<file path="src/hdl/rspi_pkg.sv">
package rspi_pkg;
  localparam int unsigned FRAME_BITS    = 32;
  localparam int unsigned HDR_BITS      = 24;
  localparam int unsigned CRC_BITS      = 6;
  localparam logic [5:0]  CRC_SEED      = 6'h3F;
  localparam int unsigned CLK_HZ        = 25000000;
  localparam int unsigned UNLOCK_MS     = 10;
  localparam int unsigned UNLOCK_CYC    = CLK_HZ / 1000 * UNLOCK_MS;
  // response status codes
  localparam logic [1:0]  ST_OK         = 2'h0;
  localparam logic [1:0]  ST_CRC        = 2'h1;
  localparam logic [1:0]  ST_MISMATCH   = 2'h2;
  localparam logic [1:0]  ST_ADDR       = 2'h3;
  // unlock keys
  localparam logic [15:0] KEY_0         = 16'h000F;
  localparam logic [15:0] KEY_1         = 16'h0055;
  localparam logic [15:0] KEY_2         = 16'h00AA;
  localparam logic [15:0] KEY_3         = 16'h00F0;
  // read addresses
  localparam logic [7:0]  RD_CTRL1      = 8'h90;
  localparam logic [7:0]  RD_CTRL2      = 8'h63;
  localparam logic [7:0]  RD_STAT1      = 8'h81;
  localparam logic [7:0]  RD_STAT2      = 8'h4D;
  localparam logic [7:0]  RD_STAT4      = 8'h1F;
  localparam logic [7:0]  RD_STAT5      = 8'h41;
  localparam logic [7:0]  RD_STAT6      = 8'h6F;
  localparam logic [7:0]  RD_EECTL      = 8'hE3;
  localparam logic [7:0]  RD_EEUNLK     = 8'hBA;
  localparam logic [7:0]  RD_UNLK       = 8'h64;
  localparam logic [7:0]  RD_DIAGCFG    = 8'hA6;
  // write addresses
  localparam logic [7:0]  WR_CTRL1      = 8'h0D;
  localparam logic [7:0]  WR_CTRL2      = 8'h38;
  localparam logic [7:0]  WR_EECTL      = 8'h6E;
  localparam logic [7:0]  WR_EEUNLK     = 8'h56;
  localparam logic [7:0]  WR_UNLK       = 8'h95;
  localparam logic [7:0]  WR_DIAGCFG    = 8'h42;
  // data field bit positions
  localparam int unsigned STAT4_SPIERR  = 0;
  localparam int unsigned PRD_POS       = 12;
  localparam int unsigned SIGN_POS      = 13;
endpackage

</file>
<file path="src/hdl/rspi_slave.sv">
// Overview of operation
// - one 32-bit frame per select, MSB first, device is slave only
// - reply: address echo, 16 data, 2-bit status, CRC-6
// - reply to a frame is sent during the next frame
// - angle or velocity read loads reply within two cycles
// - echo holds previous frame address; address picks register, except that angle and velocity reads both return the vel_select_i choice
// - data field is 16 bits, MSB first, both directions
// - status 0 ok, 1 crc/clock, 2 output mismatch, 3 address
// - crc error beats mismatch beats address error
// - reading status one clears spi error; read status four first
// - CRC-6 over upper 24 bits, poly x6+x4+x3+x+1, seed ones
// - CRC computed serially from the most significant bit
// - 000F,0055,00AA,00F0 to device unlock opens control registers
// - same sequence to eeprom unlock opens eeprom control
// - unlock sequence must finish within 10 ms of first write
// - parity is xor of twelve data bits and sign term
// - sign term 0 for angle and positive velocity, else 1
// - parity on pin and in angle and velocity registers
// - actual output pin levels sampled as monitor flags
// - only alarm pin mismatch raises output fault
// - diagnostics-only write in normal state gets status 3
`timescale 1ns/1ns
`default_nettype none
module rspi_slave #(
  parameter int unsigned UNLOCK_CYC = rspi_pkg::UNLOCK_CYC
) (
  // clock and reset
  input  wire logic        clk_i,
  input  wire logic        arst_n_i,
  // spi pins
  input  wire logic        chip_select_n_i,
  input  wire logic        sclk_i,
  input  wire logic        sdi_i,
  output logic             sdo_o,
  output logic             sdo_oe_o,
  // core data
  input  wire logic [11:0] angle_i,
  input  wire logic [11:0] velocity_i,
  input  wire logic        velocity_neg_i,
  input  wire logic        vel_select_i,
  input  wire logic        diag_state_i,
  // driven output values
  input  wire logic        encoder_channel_a_out_i,
  input  wire logic        encoder_channel_b_out_i,
  input  wire logic        encoder_index_out_i,
  input  wire logic        alarm_drive_i,
  // pad readback levels
  input  wire logic        pad_a_i,
  input  wire logic        pad_b_i,
  input  wire logic        pad_z_i,
  input  wire logic        pad_alarm_i,
  input  wire logic [11:0] pad_ord_i,
  input  wire logic        pad_prd_i,
  // parallel output
  output logic [11:0]      angle_velocity_out_bits_o,
  output logic             output_parity_bit_o,
  // status and control
  output logic             output_pin_mismatch_error_o,
  output logic [15:0]      protected_control_one_o,
  output logic [15:0]      protected_control_two_o,
  output logic [15:0]      eeprom_control_register_o,
  output logic [15:0]      diag_config_o,
  output logic             ctrl_unlocked_o,
  output logic             ee_unlocked_o
);
  function automatic logic [5:0] crc_step(input logic [5:0] c, input logic b);
    logic inv;
    inv = c[5] ^ b;
    crc_step = {c[4], c[3] ^ inv, c[2] ^ inv, c[1], c[0] ^ inv, inv};
  endfunction

  function automatic logic parity12(input logic [11:0] d, input logic s);
    parity12 = s ^ (^d);
  endfunction

  // pin synchronisers
  logic [1:0] cs_s_r, sck_s_r, sdi_s_r, cs_s_nxt, sck_s_nxt, sdi_s_nxt;
  logic [5:0] pads_s1_r, pads_s2_r, pads_s1_nxt, pads_s2_nxt;
  logic [12:0] ordp_s1_r, ordp_s2_r, ordp_s1_nxt, ordp_s2_nxt;
  logic        sck_d_r, sck_d_nxt;

  always_comb
  begin
    cs_s_nxt    = {cs_s_r[0], chip_select_n_i};
    sck_s_nxt   = {sck_s_r[0], sclk_i};
    sdi_s_nxt   = {sdi_s_r[0], sdi_i};
    sck_d_nxt   = sck_s_r[1];
    pads_s1_nxt = {pad_a_i, pad_b_i, pad_z_i, pad_alarm_i, 2'h0};
    pads_s2_nxt = pads_s1_r;
    ordp_s1_nxt = {pad_prd_i, pad_ord_i};
    ordp_s2_nxt = ordp_s1_r;
  end

  logic cs_n, rise, fall;
  assign cs_n = cs_s_r[1];
  assign rise = sck_s_r[1] & ~sck_d_r;
  assign fall = ~sck_s_r[1] & sck_d_r;

  // frame engine state
  logic [31:0] rx_r, rx_nxt;
  logic [31:0] tx_r, tx_nxt;
  logic [5:0]  cnt_r, cnt_nxt;
  logic [5:0]  crc_r, crc_nxt;
  logic        busy_r, busy_nxt;
  logic        sdo_r, sdo_nxt;
  logic        oe_r, oe_nxt;
  logic [7:0]  echo_r, echo_nxt;
  logic [15:0] rdata_r, rdata_nxt;
  logic [1:0]  stat_r, stat_nxt;
  logic        spierr_r, spierr_nxt;
  logic [15:0] ctl1_r, ctl1_nxt, ctl2_r, ctl2_nxt, eectl_r, eectl_nxt;
  logic [15:0] dcfg_r, dcfg_nxt;
  logic        load_r, load_nxt;
  logic [11:0] ord_r, ord_nxt;
  logic        prd_r, prd_nxt;
  logic        iof_r, iof_nxt;
  logic        dmis_r, dmis_nxt;

  // monitor flags, wired from second sync stage
  logic [3:0]  enc_mon;
  logic        ord_mon, prd_mon;
  assign enc_mon = pads_s2_r[5:2];
  assign ord_mon = (ordp_s2_r[11:0] == ord_r);
  assign prd_mon = (ordp_s2_r[12] == prd_r);

  logic unlk_wr, eeunlk_wr, ctrl_open, ee_open;

  // frame end decode
  logic [7:0]  fa;
  logic [15:0] fd;
  logic        crc_ok, clk_ok, end_evt;
  assign fa      = rx_r[31:24];
  assign fd      = rx_r[23:8];
  assign crc_ok  = (rx_r[5:0] == crc_r);
  assign clk_ok  = (cnt_r == 6'h20);
  assign end_evt = busy_r & cs_n;
  assign unlk_wr   = end_evt & crc_ok & clk_ok & (fa == rspi_pkg::WR_UNLK);
  assign eeunlk_wr = end_evt & crc_ok & clk_ok & (fa == rspi_pkg::WR_EEUNLK);

  rspi_unlock #(.WINDOW_CYC(UNLOCK_CYC)) u_dev_unlock (
    .clk_i      (clk_i),
    .arst_n_i   (arst_n_i),
    .wr_i       (unlk_wr),
    .data_i     (fd),
    .unlocked_o (ctrl_open)
  );

  rspi_unlock #(.WINDOW_CYC(UNLOCK_CYC)) u_ee_unlock (
    .clk_i      (clk_i),
    .arst_n_i   (arst_n_i),
    .wr_i       (eeunlk_wr),
    .data_i     (fd),
    .unlocked_o (ee_open)
  );

  logic [5:0] resp_crc;
  always_comb
  begin
    resp_crc = rspi_pkg::CRC_SEED;
    for (int i = 23; i >= 0; i--)
    begin
      resp_crc = crc_step(resp_crc, tx_r[i + 8]);
    end
  end

  logic [1:0]  st;
  logic [15:0] rd;
  logic        addr_bad, wr_hit;

  always_comb
  begin
    rx_nxt     = rx_r;
    tx_nxt     = tx_r;
    cnt_nxt    = cnt_r;
    crc_nxt    = crc_r;
    busy_nxt   = busy_r;
    sdo_nxt    = sdo_r;
    oe_nxt     = ~cs_n;
    echo_nxt   = echo_r;
    rdata_nxt  = rdata_r;
    stat_nxt   = stat_r;
    spierr_nxt = spierr_r;
    ctl1_nxt   = ctl1_r;
    ctl2_nxt   = ctl2_r;
    eectl_nxt  = eectl_r;
    dcfg_nxt   = dcfg_r;
    load_nxt   = 1'b0;
    st         = rspi_pkg::ST_OK;
    rd         = 16'h0000;
    addr_bad   = 1'b0;
    wr_hit     = 1'b0;
    if (!cs_n && !busy_r)
    begin
      busy_nxt = 1'b1;
      cnt_nxt  = 6'h00;
      crc_nxt  = rspi_pkg::CRC_SEED;
      sdo_nxt  = tx_r[31];
    end
    else if (busy_r && !cs_n)
    begin
      if (rise)
      begin
        rx_nxt  = {rx_r[30:0], sdi_s_r[1]};
        cnt_nxt = (cnt_r == 6'h3F) ? cnt_r : cnt_r + 6'h01;
        if (cnt_r < 6'h18)
        begin
          crc_nxt = crc_step(crc_r, sdi_s_r[1]);
        end
      end
      if (fall)
      begin
        tx_nxt  = {tx_r[30:0], 1'b0};
        sdo_nxt = tx_r[30];
      end
    end
    else if (end_evt)
    begin
      busy_nxt = 1'b0;
      echo_nxt = fa;
      unique case (fa)
        rspi_pkg::RD_CTRL1:   rd = ctl1_r;
        rspi_pkg::RD_CTRL2:   rd = ctl2_r;
        rspi_pkg::RD_EECTL:   rd = eectl_r;
        rspi_pkg::RD_DIAGCFG: rd = dcfg_r;
        rspi_pkg::RD_UNLK,
        rspi_pkg::RD_EEUNLK:  rd = 16'h0000;
        rspi_pkg::RD_STAT1:   rd = {15'h0000, spierr_r};
        rspi_pkg::RD_STAT2:   rd = {14'h0000, ord_mon, prd_mon};
        rspi_pkg::RD_STAT4:   rd = {10'h000, enc_mon, iof_r, spierr_r};
        rspi_pkg::RD_STAT5,
        rspi_pkg::RD_STAT6:   load_nxt = 1'b1;
        rspi_pkg::WR_CTRL1:   begin wr_hit = ctrl_open; addr_bad = ~ctrl_open; end
        rspi_pkg::WR_CTRL2:   begin wr_hit = ctrl_open; addr_bad = ~ctrl_open; end
        rspi_pkg::WR_EECTL:   begin wr_hit = ee_open; addr_bad = ~ee_open; end
        rspi_pkg::WR_DIAGCFG: begin wr_hit = diag_state_i; addr_bad = ~diag_state_i; end
        rspi_pkg::WR_UNLK,
        rspi_pkg::WR_EEUNLK:  wr_hit = 1'b0;
        default:              addr_bad = 1'b1;
      endcase
      if (!crc_ok || !clk_ok || rx_r[7:6] != 2'h0)
      begin
        st = rspi_pkg::ST_CRC;
      end
      else if (dmis_r)
      begin
        st = rspi_pkg::ST_MISMATCH;
      end
      else if (addr_bad)
      begin
        st = rspi_pkg::ST_ADDR;
      end
      if (st == rspi_pkg::ST_OK && wr_hit)
      begin
        if (fa == rspi_pkg::WR_CTRL1) ctl1_nxt = fd;
        if (fa == rspi_pkg::WR_CTRL2) ctl2_nxt = fd;
        if (fa == rspi_pkg::WR_EECTL) eectl_nxt = fd;
        if (fa == rspi_pkg::WR_DIAGCFG) dcfg_nxt = fd;
      end
      stat_nxt  = st;
      rdata_nxt = rd;
      if (fa == rspi_pkg::RD_STAT1 && st != rspi_pkg::ST_CRC)
      begin
        spierr_nxt = 1'b0;
      end
      if (st == rspi_pkg::ST_CRC)
      begin
        spierr_nxt = 1'b1; // set wins over clear
      end
      tx_nxt = {fa, rd, st, 6'h00};
    end
    else if (load_r)
    begin
      rdata_nxt = {2'h0, vel_select_i & velocity_neg_i, prd_r, ord_r};
      tx_nxt    = {tx_r[31:24], rdata_nxt, tx_r[7:0]};
    end
    else if (cs_n)
    begin
      tx_nxt[5:0] = resp_crc;
    end
  end

  // parallel output and pin monitor
  logic [3:0] drv_now;
  always_comb
  begin
    ord_nxt  = vel_select_i ? velocity_i : angle_i;
    prd_nxt  = parity12(ord_nxt, vel_select_i & velocity_neg_i);
    drv_now  = {encoder_channel_a_out_i, encoder_channel_b_out_i,
                encoder_index_out_i, alarm_drive_i};
    dmis_nxt = (drv_now != enc_mon) | ~ord_mon | ~prd_mon;
    iof_nxt  = iof_r | (alarm_drive_i != pads_s2_r[2]);
  end

  always_ff @(posedge clk_i or negedge arst_n_i)
  begin
    if (!arst_n_i)
    begin
      cs_s_r    <= 2'h3;
      sck_s_r   <= 2'h0;
      sdi_s_r   <= 2'h0;
      sck_d_r   <= 1'b0;
      pads_s1_r <= 6'h00;
      pads_s2_r <= 6'h00;
      ordp_s1_r <= 13'h0000;
      ordp_s2_r <= 13'h0000;
      rx_r      <= 32'h00000000;
      tx_r      <= 32'h00000000;
      cnt_r     <= 6'h00;
      crc_r     <= rspi_pkg::CRC_SEED;
      busy_r    <= 1'b0;
      sdo_r     <= 1'b0;
      oe_r      <= 1'b0;
      echo_r    <= 8'h00;
      rdata_r   <= 16'h0000;
      stat_r    <= 2'h0;
      spierr_r  <= 1'b0;
      ctl1_r    <= 16'h0000;
      ctl2_r    <= 16'h0000;
      eectl_r   <= 16'h0000;
      dcfg_r    <= 16'h0000;
      load_r    <= 1'b0;
      ord_r     <= 12'h000;
      prd_r     <= 1'b0;
      iof_r     <= 1'b0;
      dmis_r    <= 1'b0;
    end
    else
    begin
      cs_s_r    <= cs_s_nxt;
      sck_s_r   <= sck_s_nxt;
      sdi_s_r   <= sdi_s_nxt;
      sck_d_r   <= sck_d_nxt;
      pads_s1_r <= pads_s1_nxt;
      pads_s2_r <= pads_s2_nxt;
      ordp_s1_r <= ordp_s1_nxt;
      ordp_s2_r <= ordp_s2_nxt;
      rx_r      <= rx_nxt;
      tx_r      <= tx_nxt;
      cnt_r     <= cnt_nxt;
      crc_r     <= crc_nxt;
      busy_r    <= busy_nxt;
      sdo_r     <= sdo_nxt;
      oe_r      <= oe_nxt;
      echo_r    <= echo_nxt;
      rdata_r   <= rdata_nxt;
      stat_r    <= stat_nxt;
      spierr_r  <= spierr_nxt;
      ctl1_r    <= ctl1_nxt;
      ctl2_r    <= ctl2_nxt;
      eectl_r   <= eectl_nxt;
      dcfg_r    <= dcfg_nxt;
      load_r    <= load_nxt;
      ord_r     <= ord_nxt;
      prd_r     <= prd_nxt;
      iof_r     <= iof_nxt;
      dmis_r    <= dmis_nxt;
    end
  end

  // unlock flags registered for outputs
  logic cu_r, eu_r;
  always_ff @(posedge clk_i or negedge arst_n_i)
  begin
    if (!arst_n_i)
    begin
      cu_r <= 1'b0;
      eu_r <= 1'b0;
    end
    else
    begin
      cu_r <= ctrl_open;
      eu_r <= ee_open;
    end
  end

  assign sdo_o                       = sdo_r;
  assign sdo_oe_o                    = oe_r;
  assign angle_velocity_out_bits_o   = ord_r;
  assign output_parity_bit_o         = prd_r;
  assign output_pin_mismatch_error_o = iof_r;
  assign protected_control_one_o     = ctl1_r;
  assign protected_control_two_o     = ctl2_r;
  assign eeprom_control_register_o   = eectl_r;
  assign diag_config_o               = dcfg_r;
  assign ctrl_unlocked_o             = cu_r;
  assign ee_unlocked_o               = eu_r;
endmodule // rspi_slave
`default_nettype wire

</file>
<file path="src/hdl/rspi_unlock.sv">
`timescale 1ns/1ns
`default_nettype none
module rspi_unlock #(
  parameter int unsigned WINDOW_CYC = rspi_pkg::UNLOCK_CYC
) (
  // clock and reset
  input  wire logic        clk_i,
  input  wire logic        arst_n_i,
  // write strobe with data
  input  wire logic        wr_i,
  input  wire logic [15:0] data_i,
  // result
  output logic             unlocked_o
);
  logic [1:0]  step_r,  step_nxt;
  logic [31:0] tmr_r,   tmr_nxt;
  logic        unl_r,   unl_nxt;

  always_comb
  begin
    step_nxt = step_r;
    tmr_nxt  = tmr_r;
    unl_nxt  = unl_r;
    if (step_r != 2'h0)
    begin
      tmr_nxt = tmr_r + 32'h1;
    end
    if (step_r != 2'h0 && tmr_r >= WINDOW_CYC)
    begin
      step_nxt = 2'h0;
    end
    if (wr_i)
    begin
      unique case (step_r)
        2'h0: step_nxt = (data_i == rspi_pkg::KEY_0) ? 2'h1 : 2'h0;
        2'h1: step_nxt = (data_i == rspi_pkg::KEY_1) ? 2'h2 : 2'h0;
        2'h2: step_nxt = (data_i == rspi_pkg::KEY_2) ? 2'h3 : 2'h0;
        2'h3: step_nxt = 2'h0;
      endcase
      if (step_r == 2'h0)
      begin
        tmr_nxt = 32'h0;
      end
      if (step_r == 2'h3 && data_i == rspi_pkg::KEY_3 && tmr_r < WINDOW_CYC)
      begin
        unl_nxt = 1'b1;
      end
    end
  end

  always_ff @(posedge clk_i or negedge arst_n_i)
  begin
    if (!arst_n_i)
    begin
      step_r <= 2'h0;
      tmr_r  <= 32'h0;
      unl_r  <= 1'b0;
    end
    else
    begin
      step_r <= step_nxt;
      tmr_r  <= tmr_nxt;
      unl_r  <= unl_nxt;
    end
  end

  assign unlocked_o = unl_r;
endmodule // rspi_unlock
`default_nettype wire

</file>
<file path="config.mk">
export PLATFORM = sky130hd
export DESIGN_NAME = rspi_slave
export DESIGN_NICKNAME = d
export VERILOG_FILES = /design/src/hdl/rspi_pkg.sv /design/src/hdl/rspi_slave.sv /design/src/hdl/rspi_unlock.sv
export SDC_FILE = /design/constraint.sdc
export NUM_CORES = 1
export LEC_CHECK = 0
export BUFFER_PORTS_ARGS = -buffer_cell sky130_fd_sc_hd__buf_2
export CORE_MARGIN = 4
export CORE_UTILIZATION = 25
export DETAILED_ROUTE_END_ITERATION = 8
export PLACE_DENSITY = 0.44
export SLEW_MARGIN = 20
export SYNTH_ARGS = -nofsm -noshare
export SYNTH_HDL_FRONTEND = slang
export SYNTH_HIERARCHICAL = 1
export SYNTH_SLANG_ARGS = --single-unit
</file>
<file path="constraint.sdc">
create_clock -name clk_i -period 2.7 [get_ports clk_i]
set_input_delay 0.135 -clock clk_i [delete_from_list [all_inputs] [get_ports clk_i]]
set_output_delay 0.135 -clock clk_i [all_outputs]
set_load 0.1 [all_outputs]
</file>
# Word level (Yosys, flattened, before mapping)
# Cells that the tools add are included.
# totals
register_bits	273
inputBits	53
out_inout_bits	82
word_cells	310
# op_classes
addsub	3
magnitude_cmp	5
eq_ne	40
mux	57
n_bitwise	118
reduce_logical	52
# op_table
cell	count
2-to-1 mux 32 bit	9
one-hot mux 16 bit (7 select lines)	1
XOR 1 bit	95
adder 32 x 1 -> 32 bit, second input constant	2
equality test 8 x 7 -> 1 bit, second input constant	8
>= comparator 32 x 18 -> 1 bit, second input constant	2
less-than comparator 32 x 18 -> 1 bit, second input constant	2
2-to-1 mux 6 bit	10
equality test 8 bit, second input constant	6
equality test 16 x 8 -> 1 bit, second input constant	2
2-to-1 mux 2 bit	12
nonzero test 2 bit	12
AND reduction 5 bit	4
2-to-1 mux 1 bit	19
2-to-1 mux 18 bit	1
equality test 16 x 4 -> 1 bit, second input constant	1
equality test 16 x 7 -> 1 bit, second input constant	1
one-hot mux 2 bit (4 select lines)	2
AND reduction 3 bit	5
OR reduction 13 bit	1
equality test 12 bit	1
equality test 6 bit, second input constant	2
2-to-1 mux 12 bit	1
NOT 1 bit	12
27 further kinds	64

# Depth between registers and ports, before layout
# Gate-level depths: netlist of the first run.
# depth
ltp_word	28
depth_mapped	13
depth_no_buf	11

# By module
# The synthesis of the first run kept the hierarchy.
# modules_own_cells
mod	instances	cells_per_inst	area_each_um2	seq_area_each_um2
rspi_slave	1	749	9434.0	5089.9
rspi_unlock (u_ee_unlock)	1	192	1979.4	875.8
rspi_unlock (u_dev_unlock)	1	195	1926.8	875.8

# Worst setup path after synthesis of the first run
# OpenSTA, ideal clock, no wires.
# synth_path
path_type	register to register
from	register rx_r[30]
to	register eectl_r[11], in the netlist eeprom_control_register_o[11]
setup_ps	126
arrival_ps	2596
required_time_ps	2574
setup_slack_ps	-22
stages_incl_launch_ff	11
path_buffers	2
synth_period_minus_slack_ps	2722
path_cell_list	dfrtp_1 -> buf_6 -> and2b_1 -> nand2_1 -> nor4b_4 -> nor4_1 -> a221oi_2 -> nor4b_4 -> nand3_4 -> buf_6 -> mux2_4
# synth_via
elab_chain_cells	15
elab_cells_between_ends	36
classes_between	17 x eq/ne; 14 x mux; 5 x reduce/logical
# synth_lines
element	line_no	rtl
from (decl)	rspi_slave.sv:100	logic [31:0] rx_r, rx_nxt;
from (signal assigned)	rspi_slave.sv:337	rx_r <= rx_nxt;
equality test 8 bit, or another cell as far along	rspi_slave.sv:220	unique case (fa)
OR reduction 13 bit (no source line) or OR reduction 2 bit (tied branches)	n/a	
one-hot mux 1 bit (4 select lines)	rspi_slave.sv:220	
2-to-1 mux 1 bit	rspi_slave.sv:216	else if (end_evt)
2-to-1 mux 1 bit	rspi_slave.sv:199	else if (busy_r && !cs_n)
2-to-1 mux 1 bit	rspi_slave.sv:192	if (!cs_n && !busy_r)
2-to-1 mux 2 bit	rspi_slave.sv:248	else if (addr_bad)
2-to-1 mux 2 bit	rspi_slave.sv:244	else if (dmis_r)
2-to-1 mux 2 bit	rspi_slave.sv:240	if (!crc_ok || !clk_ok || rx_r[7:6] != 2'h0)
2-to-1 mux 2 bit	rspi_slave.sv:216	
2-to-1 mux 2 bit	rspi_slave.sv:199	
2-to-1 mux 2 bit	rspi_slave.sv:192	
zero test 2 bit	rspi_slave.sv:252	if (st == rspi_pkg::ST_OK && wr_hit)
logical AND 1 bit	rspi_slave.sv:252	
AND reduction 5 bit (no source line) *	n/a	
to (signal assigned)	rspi_slave.sv:350	eectl_r <= eectl_nxt;
to (decl)	rspi_slave.sv:111	logic [15:0] ctl1_r, ctl1_nxt, ctl2_r, ctl2_nxt, eectl_r, eectl_nxt;
# Every way passes the cells marked *; elsewhere a longest branch is shown, timed or not. The select of a mux whose other input is x is not followed.
# A chain may end at the register's enable or synchronous reset.

# Worst setup path after layout of the first run
# layout_path
from	register rx_r[26]
to	register dcfg_r[8], in the netlist diag_config_o[8]
# layout_via
elab_chain_cells	15
elab_cells_between_ends	36
classes_between	17 x eq/ne; 14 x mux; 5 x reduce/logical
# layout_lines
element	line_no	rtl
equality test 8 bit, or another cell as far along	rspi_slave.sv:220	
OR reduction 13 bit (no source line) or OR reduction 2 bit (tied branches)	n/a	
one-hot mux 1 bit (4 select lines)	rspi_slave.sv:220	
2-to-1 mux 1 bit	rspi_slave.sv:216	
2-to-1 mux 1 bit	rspi_slave.sv:199	
2-to-1 mux 1 bit	rspi_slave.sv:192	
2-to-1 mux 2 bit	rspi_slave.sv:248	
2-to-1 mux 2 bit	rspi_slave.sv:244	
2-to-1 mux 2 bit	rspi_slave.sv:240	
2-to-1 mux 2 bit	rspi_slave.sv:216	
2-to-1 mux 2 bit	rspi_slave.sv:199	
2-to-1 mux 2 bit	rspi_slave.sv:192	
zero test 2 bit	rspi_slave.sv:252	
logical AND 1 bit	rspi_slave.sv:252	
AND reduction 5 bit (no source line) *	n/a	
to (signal assigned)	rspi_slave.sv:351	dcfg_r <= dcfg_nxt;
to (decl)	rspi_slave.sv:112	logic [15:0] dcfg_r, dcfg_nxt;
# Marked as above.

==> impl_metrics.ini, run 1 <==
[outcome]
outcome = finished, violations left
violations = setup timing

[worst_setup_path]
r2r_cells = 11
critPathLaunch = rx_r[26]$_DFFE_PN0P_
rr_startpoint = rx_r[26]$_DFFE_PN0P_
critPathCaptureType = register
required_ns = 3.11
worstPathArrival_ns = 3.13
r2r_slack_ns = -0.02
critical_path_class = reg -> reg
cp-start-kind = register
crit_fanout = 8

[die]
fp-row-count = 84
core_sq_mm = 0.05266
die_x_um = 239
die_area_sq_mm = 0.05712
start_util_pct = 25.34
io_pins = 135
chipHeight_um = 239

[final_layout]
nNetsFinal = 1476
drive_above_1_share_pct = 33.38
post-route-util_pct = 33.08
multi_input_area_sq_mm = 0.006345
num-fill-cells = 5286
areaGrowthSynthToFinish_pct = 30.59
regArea_sq_mm = 0.006847
stdcell_area_sq_mm = 0.01742

[clock_tree]
clock-root-buffer = clkbuf_16
path_clk_slew_ns = 0.06
cts_buffer_depth = 3
clk-insertion-delay-late_ns = 0.53
cts_tree = built
htreeDepth = 2
numClockSinks = 273
cts_made_buffers = 34

[placement]
dp_hpwl_um = 29070
portBuffers = 134
place_congestion = 0.7964
post_dp_cell_area_sq_mm = 0.01554

[timing]
min_period_ns = 2.720
slew_viol_final = 0
whs_ns = 0.03147
finalSetupViolCount = 10
fin_skew_ns = 0.01474
fin_tns_setup_ns = -0.1402
rsz0062_at_grt = yes
tightest_slew_ns = 0.7746
maxClockFrequency_mhz = 367.7
setup_ws_ns = -0.01979
max_slew_margin_pct = 48.36
hold_violations = 0
period_share_pct = 100.7

[synthesis]
synth_cells = 1136
syn_nets = 1201
netlist_area_sq_mm = 0.01334
yosys_warnings = 6
synthFlopType = dfrtp_1
yosys_register_bits = 273
async_flop_share_pct = 100.0
avgSynthCellArea_sq_um = 11.74
synth_cell_types = 79
synth_seq_area_share_pct = 51.28
synth_edf_count = 0

[pwr]
pwr-share-seq_pct = 26.9
combPwrFrac_pct = 48.8
p_per_area_mw_per_mm2 = 1049
peakVddDrop_mv = 1.755
swShare_pct = 33.80
p_switching_mw = 6.179
p_leak_nw = 8.328
intPower_mw = 12.10
power.share.clock_pct = 24.3

[route]
wirelength_um = 40700
avgViaCountPerCell = 4.659
drc = 0
dr_total_vias = 9896
drt_iter0_drc = 584
detail-route-antenna-nets = 0
dr.pass1.iters = 9
drt-wirelength-per-cell_um = 19.16

[flow_run]
maxCapViolCount = 0

[hold_path]
hold_depth = 3
min_from = alarm_drive_i
hp-class = in -> reg

[grt]
antenna_found_initial = 0
grt_pass1_vias = 10144
grt-ovfl-total = 0
grt_max_degree = 84
grt_pass1_wl_um = 61910
track_usage_pct = 13.98
[cell families (layout without fill, tap and decap cells)]
kind of cell | Yosys count | count (layout) | share of synthesized area, %
AND/OR/NAND/NOR | 369 | 369 | 15.65
flip-flops | 273 | 273 | 51.28
multiplexers | 165 | 165 | 13.94
AO/OA/AOI/OAI | 149 | 149 | 8.376
XOR/XNOR | 89 | 89 | 6.950
buffers and inverters | 79 | 378 | 2.673
adder cells (fa/ha/maj) | 12 | 12 | 1.125
other | 0 | 1 | 0
[power groups by stage]
stage               Sequential (mW)  Clock (mW)  Combinational [mW]
finish                         4.92        4.44                8.92
global route                   4.96        4.78                9.41
CTS                            4.92        4.62                7.81
detailed placement             4.98           0                7.76
global placement               4.98           0                7.67
floorplan                      5.08           0                5.93
[timing repair]
action / 4_1_cts / 5_1_grt
hold buffers: 47 / 0
cloned: 1 / 1
endpoints found under the setup margin: 128 / 127
pin swaps: 0 / 7
hold endpoints to repair: 107 / 0
gates resized for setup: 18 / 27
setup buffers: 1 / 8
[placed cells by master (no fill, tap or decap), types with 10 or more instances in the layout]
master and n:
mux2_2 86, clkbuf_16 36, ha_1 12, a222oi_1 18, buf_4 95, a22oi_1 18, a221o_1 10, nand4_1 29
nand3_1 37, nor2_1 73, buf_12 12, nor3_1 11, dlygate4sd3_1 47, mux2_4 20, clkbuf_8 10, buf_2 133
o21ai_0 16, xnor2_1 54, a21oi_1 36, clkbuf_1 12, inv_1 25, dfrtp_1 261, nand2_1 111, mux2i_1 59
and3_1 10, xor2_1 17, nor4_1 13
[layout make-up]
cell class                 count  area share, %
clock buffer                  57          6.076
clock inverter                 3         0.1077
sequential                   273          39.30
timing repair buffer         293          12.60
multi-input combinational    784          36.42
tap                          688          4.941
antenna                        1        0.01436
inverter                      25         0.5387
[critical path: stages, from the launching register on]
cell,delay [ns]
dfrtp_2,0.48
buf_4,0.17
nor2_2,0.12
nand2_2,0.10
nor4b_4,0.36
nor4_4,0.08
a221oi_4,0.27
nor4b_4,0.23
buf_4,0.18
nand3_4,0.13
buf_12,0.18
mux2_4,0.29
[metrics by stage]
stage                     total power, mW  cells  setup slack, ns
after floorplan                     11.01   1136         -0.02175
after CTS                           17.35   2114         -0.01820
final                               18.28   2124         -0.01979
after global routing                19.15   2123          -0.1403
after global placement              12.64   2006         -0.09529
after detailed placement            12.75   2006          -0.1731
[worst paths after layout]
check | to
hold / removal | output_pin_mismatch_error_o$_DFF_PN0_
setup reg to reg | diag_config_o[8]$_DFFE_PN0P_
max in group asynchronous | crc_r[1]$_DFFE_PN1P_
setup / recovery | diag_config_o[8]$_DFFE_PN0P_
min in group asynchronous | sck_s_r[0]$_DFF_PN0_
hold reg to reg | ordp_s2_r[9]$_DFF_PN0_
[sequential cells by signal, indices dropped and copies added (netlist names), 2 cells and up]
| register | flops |
|---|---|
| rx_r | 32 |
| cs_s_r | 2 |
| protected_control_one_o | 16 |
| ordp_s2_r | 13 |
| sdi_s_r | 2 |
| pads_s2_r | 4 |
| u_ee_unlock/tmr_r | 32 |
| u_dev_unlock/step_r | 2 |
| eeprom_control_register_o | 16 |
| tx_r | 32 |
| protected_control_two_o | 16 |
| ordp_s1_r | 13 |
| crc_r | 6 |
| u_dev_unlock/tmr_r | 32 |
| pads_s1_r | 4 |
| sck_s_r | 2 |
| diag_config_o | 16 |
| cnt_r | 6 |
| u_ee_unlock/step_r | 2 |
| angle_velocity_out_bits_o | 12 |
[metal layers]
layer | track usage, % | vias to the layer above | share of wire, %
li1 | - | 4686 | -
met1 | 18.36 | 4964 | 44
met2 | 22.91 | 202 | 48
met3 | 3.703 | 44 | 6.4
met4 | 3.795 | 0 | 1.9
met5 | 0 | - | 0
[cells in the mapped netlist (7+ instances only)]
cell type	instances	area (sq um)
a21oi_1	36	180.2
a221o_1	10	100.1
a222oi_1	18	180.2
a22o_1	8	70.07
a22oi_1	18	135.1
and2_1	7	43.79
and3_1	10	62.56
buf_2	14	70.07
clkbuf_1	31	116.4
dfrtp_1	265	6631
dfstp_2	8	210.2
ha_1	12	150.1
inv_1	25	93.84
mux2_2	86	968.4
mux2_4	20	300.3
mux2i_1	59	590.6
nand2_1	113	424.2
nand3_1	37	185.2
nand4_1	29	181.4
nor2_1	76	285.3
nor3_1	12	60.06
nor4_1	15	93.84
nor4_4	8	170.2
o21ai_0	16	80.08
o31ai_1	9	67.56
xnor2_1	60	525.5
xnor3_1	8	180.2
xor2_1	18	157.7
Note: power is estimated with default switching activity, not from simulation.
==> inputs of run 2 (changes only) <==
--- a/config.mk
+++ b/config.mk
@@ -9,6 +9,7 @@
 export CORE_MARGIN = 4
 export CORE_UTILIZATION = 25
 export DETAILED_ROUTE_END_ITERATION = 8
+export HOLD_SLACK_MARGIN = 0.06
 export PLACE_DENSITY = 0.44
 export SLEW_MARGIN = 20
 export SYNTH_ARGS = -nofsm -noshare
==> run 2 against run 1 <==
  * The flow still finishes with violations (setup timing)
  * Register-to-register slack gained 0.02 ns
  * Count of clock-buffer cells in the layout is the same
  * Clock skew grew 0.00092 ns
  * Maximum frequency grew 0.61%
  * Sequential power is essentially flat
  * Global-route usage is the same
  * Wire length is essentially flat
  * Final cell count is essentially flat
  * Combinational power is essentially flat
  * Clock power is essentially flat
  * Sequential share of layout area is essentially flat
  * Total power is essentially flat
  * Largest cell class unchanged
  * Highest routed layer unchanged
==> impl_metrics.ini, run 2 (synthesis results as in run 1) <==
[final_layout]
areaGrowthSynthToFinish_pct = 30.74
nNetsFinal = 1478
multi_input_area_sq_mm = 0.006345
num-fill-cells = 5284
drive_above_1_share_pct = 33.33
final_common_cell = dfrtp_1
final_cell_mix = dfrtp_1 (261), buf_2 (133), nand2_1 (111)
regArea_sq_mm = 0.006847

[worst_setup_path]
worstPathArrival_ns = 3.11
critical_path_class = reg -> reg
critPathCaptureType = register
cp-start-kind = register
cpLargestDelayFamily = simple AND/OR/NAND/NOR gates
crit_buf_inv = 3
slowest_stage = dfrtp_2
max_stage_delay_ns = 0.48
crit_fanout = 8
crit_chain = buf_4 > nor2_2 > nand2_2 > nor4b_4 > nor4_4 > a221oi_4 > nor4b_4 > buf_4 > nand3_4 > buf_12 > mux2_4
required_ns = 3.11

[clock_tree]
numClockSinks = 273
cts_tree = built
htreeDepth = 2
cts_made_buffers = 34
clock-root-buffer = clkbuf_16
path_clk_slew_ns = 0.06
cts_buffer_depth = 3
clk-insertion-delay-late_ns = 0.53

[outcome]
violations = setup timing
outcome = finished, violations left

[route]
drt-wirelength-per-cell_um = 19.12
dr.pass1.iters = 8
wirelength_um = 40660
drt_iter0_drc = 600
detail-route-antenna-nets = 0
avgViaCountPerCell = 4.638
dr_total_vias = 9860
drc = 0

[timing]
period_share_pct = 100.1
fin_skew_ns = 0.01566
rsz0062_at_grt = yes
fin_tns_setup_ns = -0.008568
setup_ws_ns = -0.003331
hold_violations = 0
finalSetupViolCount = 3
min_period_ns = 2.703
slew_viol_final = 0
max_slew_margin_pct = 48.19
maxClockFrequency_mhz = 369.9
tightest_slew_ns = 0.7771

[flow_run]
maxCapViolCount = 0

[grt]
grt_max_degree = 84
met1_usage_pct = 18.36
grt-ovfl-total = 0
antenna_found_initial = 0
grt_use_met3_pct = 3.703
use_met2_pct = 22.91
grt_pass1_vias = 10146
grt_pass1_wl_um = 61910
track_usage_pct = 13.98
grt_busiest_layer = met2

[placement]
dp_hpwl_um = 29070
pre_cts_slack_ns = -0.1731
portBuffers = 134
place_congestion = 0.7964

[die]
io_pins = 135
chipHeight_um = 239
start_util_pct = 25.34
die_x_um = 239
fp-row-count = 84
die_area_sq_mm = 0.05712
core_sq_mm = 0.05266

[hold_path]
hp-class = in -> async

[pwr]
p_leak_nw = 8.337
peakVddDrop_mv = 1.752
p_per_area_mw_per_mm2 = 1048
-- run 2: timing repair --
item                                    CTS  global route
hold endpoints to repair                109             0
endpoints found under the setup margin  128           127
hold buffers                             49             0
pin swaps                                 0             7
resized for setup                        18            27
buffers inserted                          1             8
cloned                                    1             1
-- run 2: path summary, 6_finish.rpt --
check	end	cells past startpoint	slack, ns	start
min in group clk_i	output_parity_bit_o$_DFF_PN0_	4	0.24	velocity_i[1]
max in group asynchronous	crc_r[1]$_DFFE_PN1P_	3	1.74	arst_n_i
hold / removal	sck_s_r[0]$_DFF_PN0_	2	0.24	arst_n_i
setup / recovery	diag_config_o[8]$_DFFE_PN0P_	11	-0.003	rx_r[26]$_DFFE_PN0P_
setup reg to reg	diag_config_o[8]$_DFFE_PN0P_	11	-0.003	rx_r[26]$_DFFE_PN0P_
hold reg to reg	pads_s2_r[5]$_DFF_PN0_	0	0.35	pads_s1_r[5]$_DFF_PN0_
-- run 2: metrics by stage --
step | hold slack (ns) | utilization, % | std cells | total power [mW] | area, sq um
after global routing | 0.2311 | 33.12 | 2125 | 19.16 | 17440
final | 0.2401 | 33.12 | 2126 | 18.27 | 17440
after floorplan | -0.1606 | - | 1136 | 11.01 | 13340
after CTS | 0.2106 | 32.73 | 2116 | 17.35 | 17230
after global placement | 0.2350 | 29.52 | 2006 | 12.64 | 15540
after detailed placement | 0.2332 | 29.52 | 2006 | 12.75 | 15540
-- run 2: final cells by class --
type / instances / area share (%)
inverter: 25 / 0.5381
antenna: 1 / 0.01435
tap: 688 / 4.936
timing repair buffer: 295 / 12.70
multi-input combinational: 784 / 36.38
clock buffer: 57 / 6.069
sequential: 273 / 39.26
clock inverter: 3 / 0.1076
-- run 2: worst register-to-register path: stages (launching register included) --
cell	delay [ns]
dfrtp_2	0.48
buf_4	0.17
nor2_2	0.11
nand2_2	0.10
nor4b_4	0.36
nor4_4	0.08
a221oi_4	0.27
nor4b_4	0.23
buf_4	0.18
nand3_4	0.12
buf_12	0.18
mux2_4	0.29
-- run 2: report_power, final --
| part | leakage, nW | switching, mW | internal (mW) |
|---|---|---|---|
| logic | 4.25 | 4.01 | 4.91 |
| clock network | 0.530 | 1.77 | 2.66 |
| registers | 3.56 | 0.391 | 4.53 |
-- run 2: per-layer routing --
metal	part of all wire [%]	vias to the layer above	wire [um]
met3	6.6	44	2688
met2	48	186	19490
met1	43	4942	17680
met5	0	-	0
li1	-	4688	-
met4	2.0	0	794
==> inputs of run 3 (changes only) <==
--- a/config.mk
+++ b/config.mk
@@ -14,5 +14,4 @@
 export SLEW_MARGIN = 20
 export SYNTH_ARGS = -nofsm -noshare
 export SYNTH_HDL_FRONTEND = slang
-export SYNTH_HIERARCHICAL = 1
 export SYNTH_SLANG_ARGS = --single-unit
==> run 3 against run 2 <==
  * The run still ends with setup timing left
  * Combinational power fell by 25%
  * Count of clock-buffer cells in the layout fell by 12
  * Sequential power barely moved
  * Hold slack got worse by 0.15 ns
==> impl_metrics.ini, run 3 <==
[outcome]
outcome = finished, violations left
violations = setup timing

[timing]
slew_viol_final = 0
maxClockFrequency_mhz = 363.5
fin_skew_ns = 0.01980
max_slew_margin_pct = 59.89
tightest_slew_ns = 0.5961
min_period_ns = 2.751
period_share_pct = 101.9
hold_violations = 0
whs_ns = 0.09466
setup_ws_ns = -0.05099
finalSetupViolCount = 21
rsz0062_at_grt = yes

[clock_tree]
path_clk_slew_ns = 0.06
cts_made_buffers = 34
htreeDepth = 2
clk-insertion-delay-late_ns = 0.53
numClockSinks = 273
clock-root-buffer = clkbuf_16
cts_tree = built
cts_buffer_depth = 3

[worst_setup_path]
crit_fanout = 8
worstPathArrival_ns = 3.16
cp-start-kind = register
critPathCaptureType = register
critical_path_class = reg -> reg
required_ns = 3.11

[synthesis]
yosys_warnings = 0
synth_seq_area_share_pct = 52.66
netlist_area_sq_mm = 0.01299
ys_top_cells_by_count = dfrtp_1 (265), nor2_1 (116), nand2_1 (88), mux2_2 (79), xnor2_1 (69)
avgSynthCellArea_sq_um = 11.46
synth_cells = 1134
yosys_register_bits = 273
synth_edf_count = 0
synthFlopType = dfrtp_1
async_flop_share_pct = 100.0
syn_nets = 1199
synth_top_area_share_pct = 51.04
synth_most_common_cell = dfrtp_1
yosysTopAreaCell = dfrtp_1
synth_cell_types = 75
synth_area_leaders = dfrtp_1 (51%), mux2_2 (6.8%), xnor2_1 (4.7%)

[route]
drt-wirelength-per-cell_um = 17.56
wirelength_um = 37040
drc = 0
dr_total_vias = 9529
dr.pass1.iters = 6
detail-route-antenna-nets = 0
drt_iter0_drc = 569
avgViaCountPerCell = 4.516

[die]
io_pins = 135
chipHeight_um = 236.0
die_area_sq_mm = 0.05568
fp-row-count = 83
start_util_pct = 25.27
core_sq_mm = 0.05141
die_x_um = 236.0

[pwr]
pwr-share-seq_pct = 30.1
p_leak_nw = 7.961
power.share.clock_pct = 29.0
swShare_pct = 33.54
p_per_area_mw_per_mm2 = 954.9
p_total_mw = 16.26
combPwrFrac_pct = 41.0
intPower_mw = 10.80
peakVddDrop_mv = 1.444
p_switching_mw = 5.451

[final_layout]
stdcell_area_sq_mm = 0.01702
final_common_cell = dfrtp_1
drive_above_1_share_pct = 31.47
diodes = 0
areaGrowthSynthToFinish_pct = 31.02
post-route-util_pct = 33.11
final_cell_mix = dfrtp_1 (263), buf_2 (133), nor2_1 (116)
nNetsFinal = 1471

[grt]
antenna_found_initial = 0
grt_max_degree = 74
grt_pass1_wl_um = 58250
track_usage_pct = 13.02
grt_pass1_vias = 9758
grt-ovfl-total = 0

[placement]
place_congestion = 0.8183
post_dp_cell_area_sq_mm = 0.01503
portBuffers = 134
pre_cts_slack_ns = -0.1338
dp_hpwl_um = 25180

[flow_run]
maxCapViolCount = 0

[hold_path]
hp-class = in -> async
==> run 3: worst paths after layout <==
kind | startpoint | end | slack (ns) | cells past startpoint
setup / recovery | rx_r[29]$_DFFE_PN0P_ | eeprom_control_register_o[11]$_DFFE_PN0P_ | -0.05 | 11
hold / removal | arst_n_i | ordp_s1_r[5]$_DFF_PN0_ | 0.09 | 2
setup reg to reg | rx_r[29]$_DFFE_PN0P_ | eeprom_control_register_o[11]$_DFFE_PN0P_ | -0.05 | 11
hold reg to reg | ordp_s1_r[5]$_DFF_PN0_ | ordp_s2_r[5]$_DFF_PN0_ | 0.35 | 0
max in group asynchronous | arst_n_i | diag_config_o[2]$_DFFE_PN0P_ | 1.84 | 3
min in group clk_i | angle_i[7] | output_parity_bit_o$_DFF_PN0_ | 0.13 | 4
==> run 3: layout make-up <==
| class | instances | area, sq um |
|---|---|---|
| fill | 5210 | 34380 |
| sequential | 273 | 6844 |
| clock inverter | 15 | 197.7 |
| timing repair buffer | 287 | 2127 |
| inverter | 17 | 63.81 |
| tap | 680 | 850.8 |
| clock buffer | 45 | 953.4 |
| multi-input combinational | 793 | 5986 |
==> run 3: power by group through the flow <==
stage          Clock [mW]  Combinational, mW  Sequential, mW
3_5_place_dp            0               6.63            4.97
4_1_cts              4.88               6.72            4.89
2_1_floorplan           0               5.35            5.07
6_report             4.71               6.66            4.89
3_3_place_gp            0               6.59            4.96
5_1_grt              5.03               7.17            4.94
==> run 3: timing repair <==
item	in CTS	in global routing
setup buffers	9	9
hold buffers	49	0
endpoints found under the hold margin	302	0
pin swaps	10	8
resized for setup	22	20
gates cloned	1	2
endpoints found under the setup margin	68	83
==> run 3: cells by family after synthesis <==
| logic type | share of synthesized area [%] |
|---|---|
| xor+xnor | 9.996 |
| flops | 52.66 |
| compound gates | 9.072 |
| buf+inv | 2.330 |
| mux | 10.26 |
| simple gates | 14.53 |
| fa+ha+maj | 1.156 |
==> run 3: critical path, stage by stage, from the launching register on <==
cell and delay, ns:
dfrtp_1 0.42, buf_6 0.14, or4b_4 0.55, nor3_4 0.14, nor2_1 0.07, nand4b_1 0.15
o31a_2 0.18, and3_4 0.22, buf_12 0.14, nand3_4 0.12, buf_16 0.19, mux2_4 0.29
==> run 3: metal layers <==
layer	up-vias	track usage, %	part of all wire [%]
met5	-	0	0
met4	0	3.203	2.0
met3	39	2.642	3.6
met2	132	20.29	46
met1	4767	18.62	48
li1	4591	-	-
==> run 3: through the flow <==
step	TNS (ns)	instances
after floorplan	0	1134
after global placement	-6.396	1982
after detailed placement	-6.020	1982
after CTS	-0.5581	2101
after global routing	-4.226	2110
final	-0.5705	2110
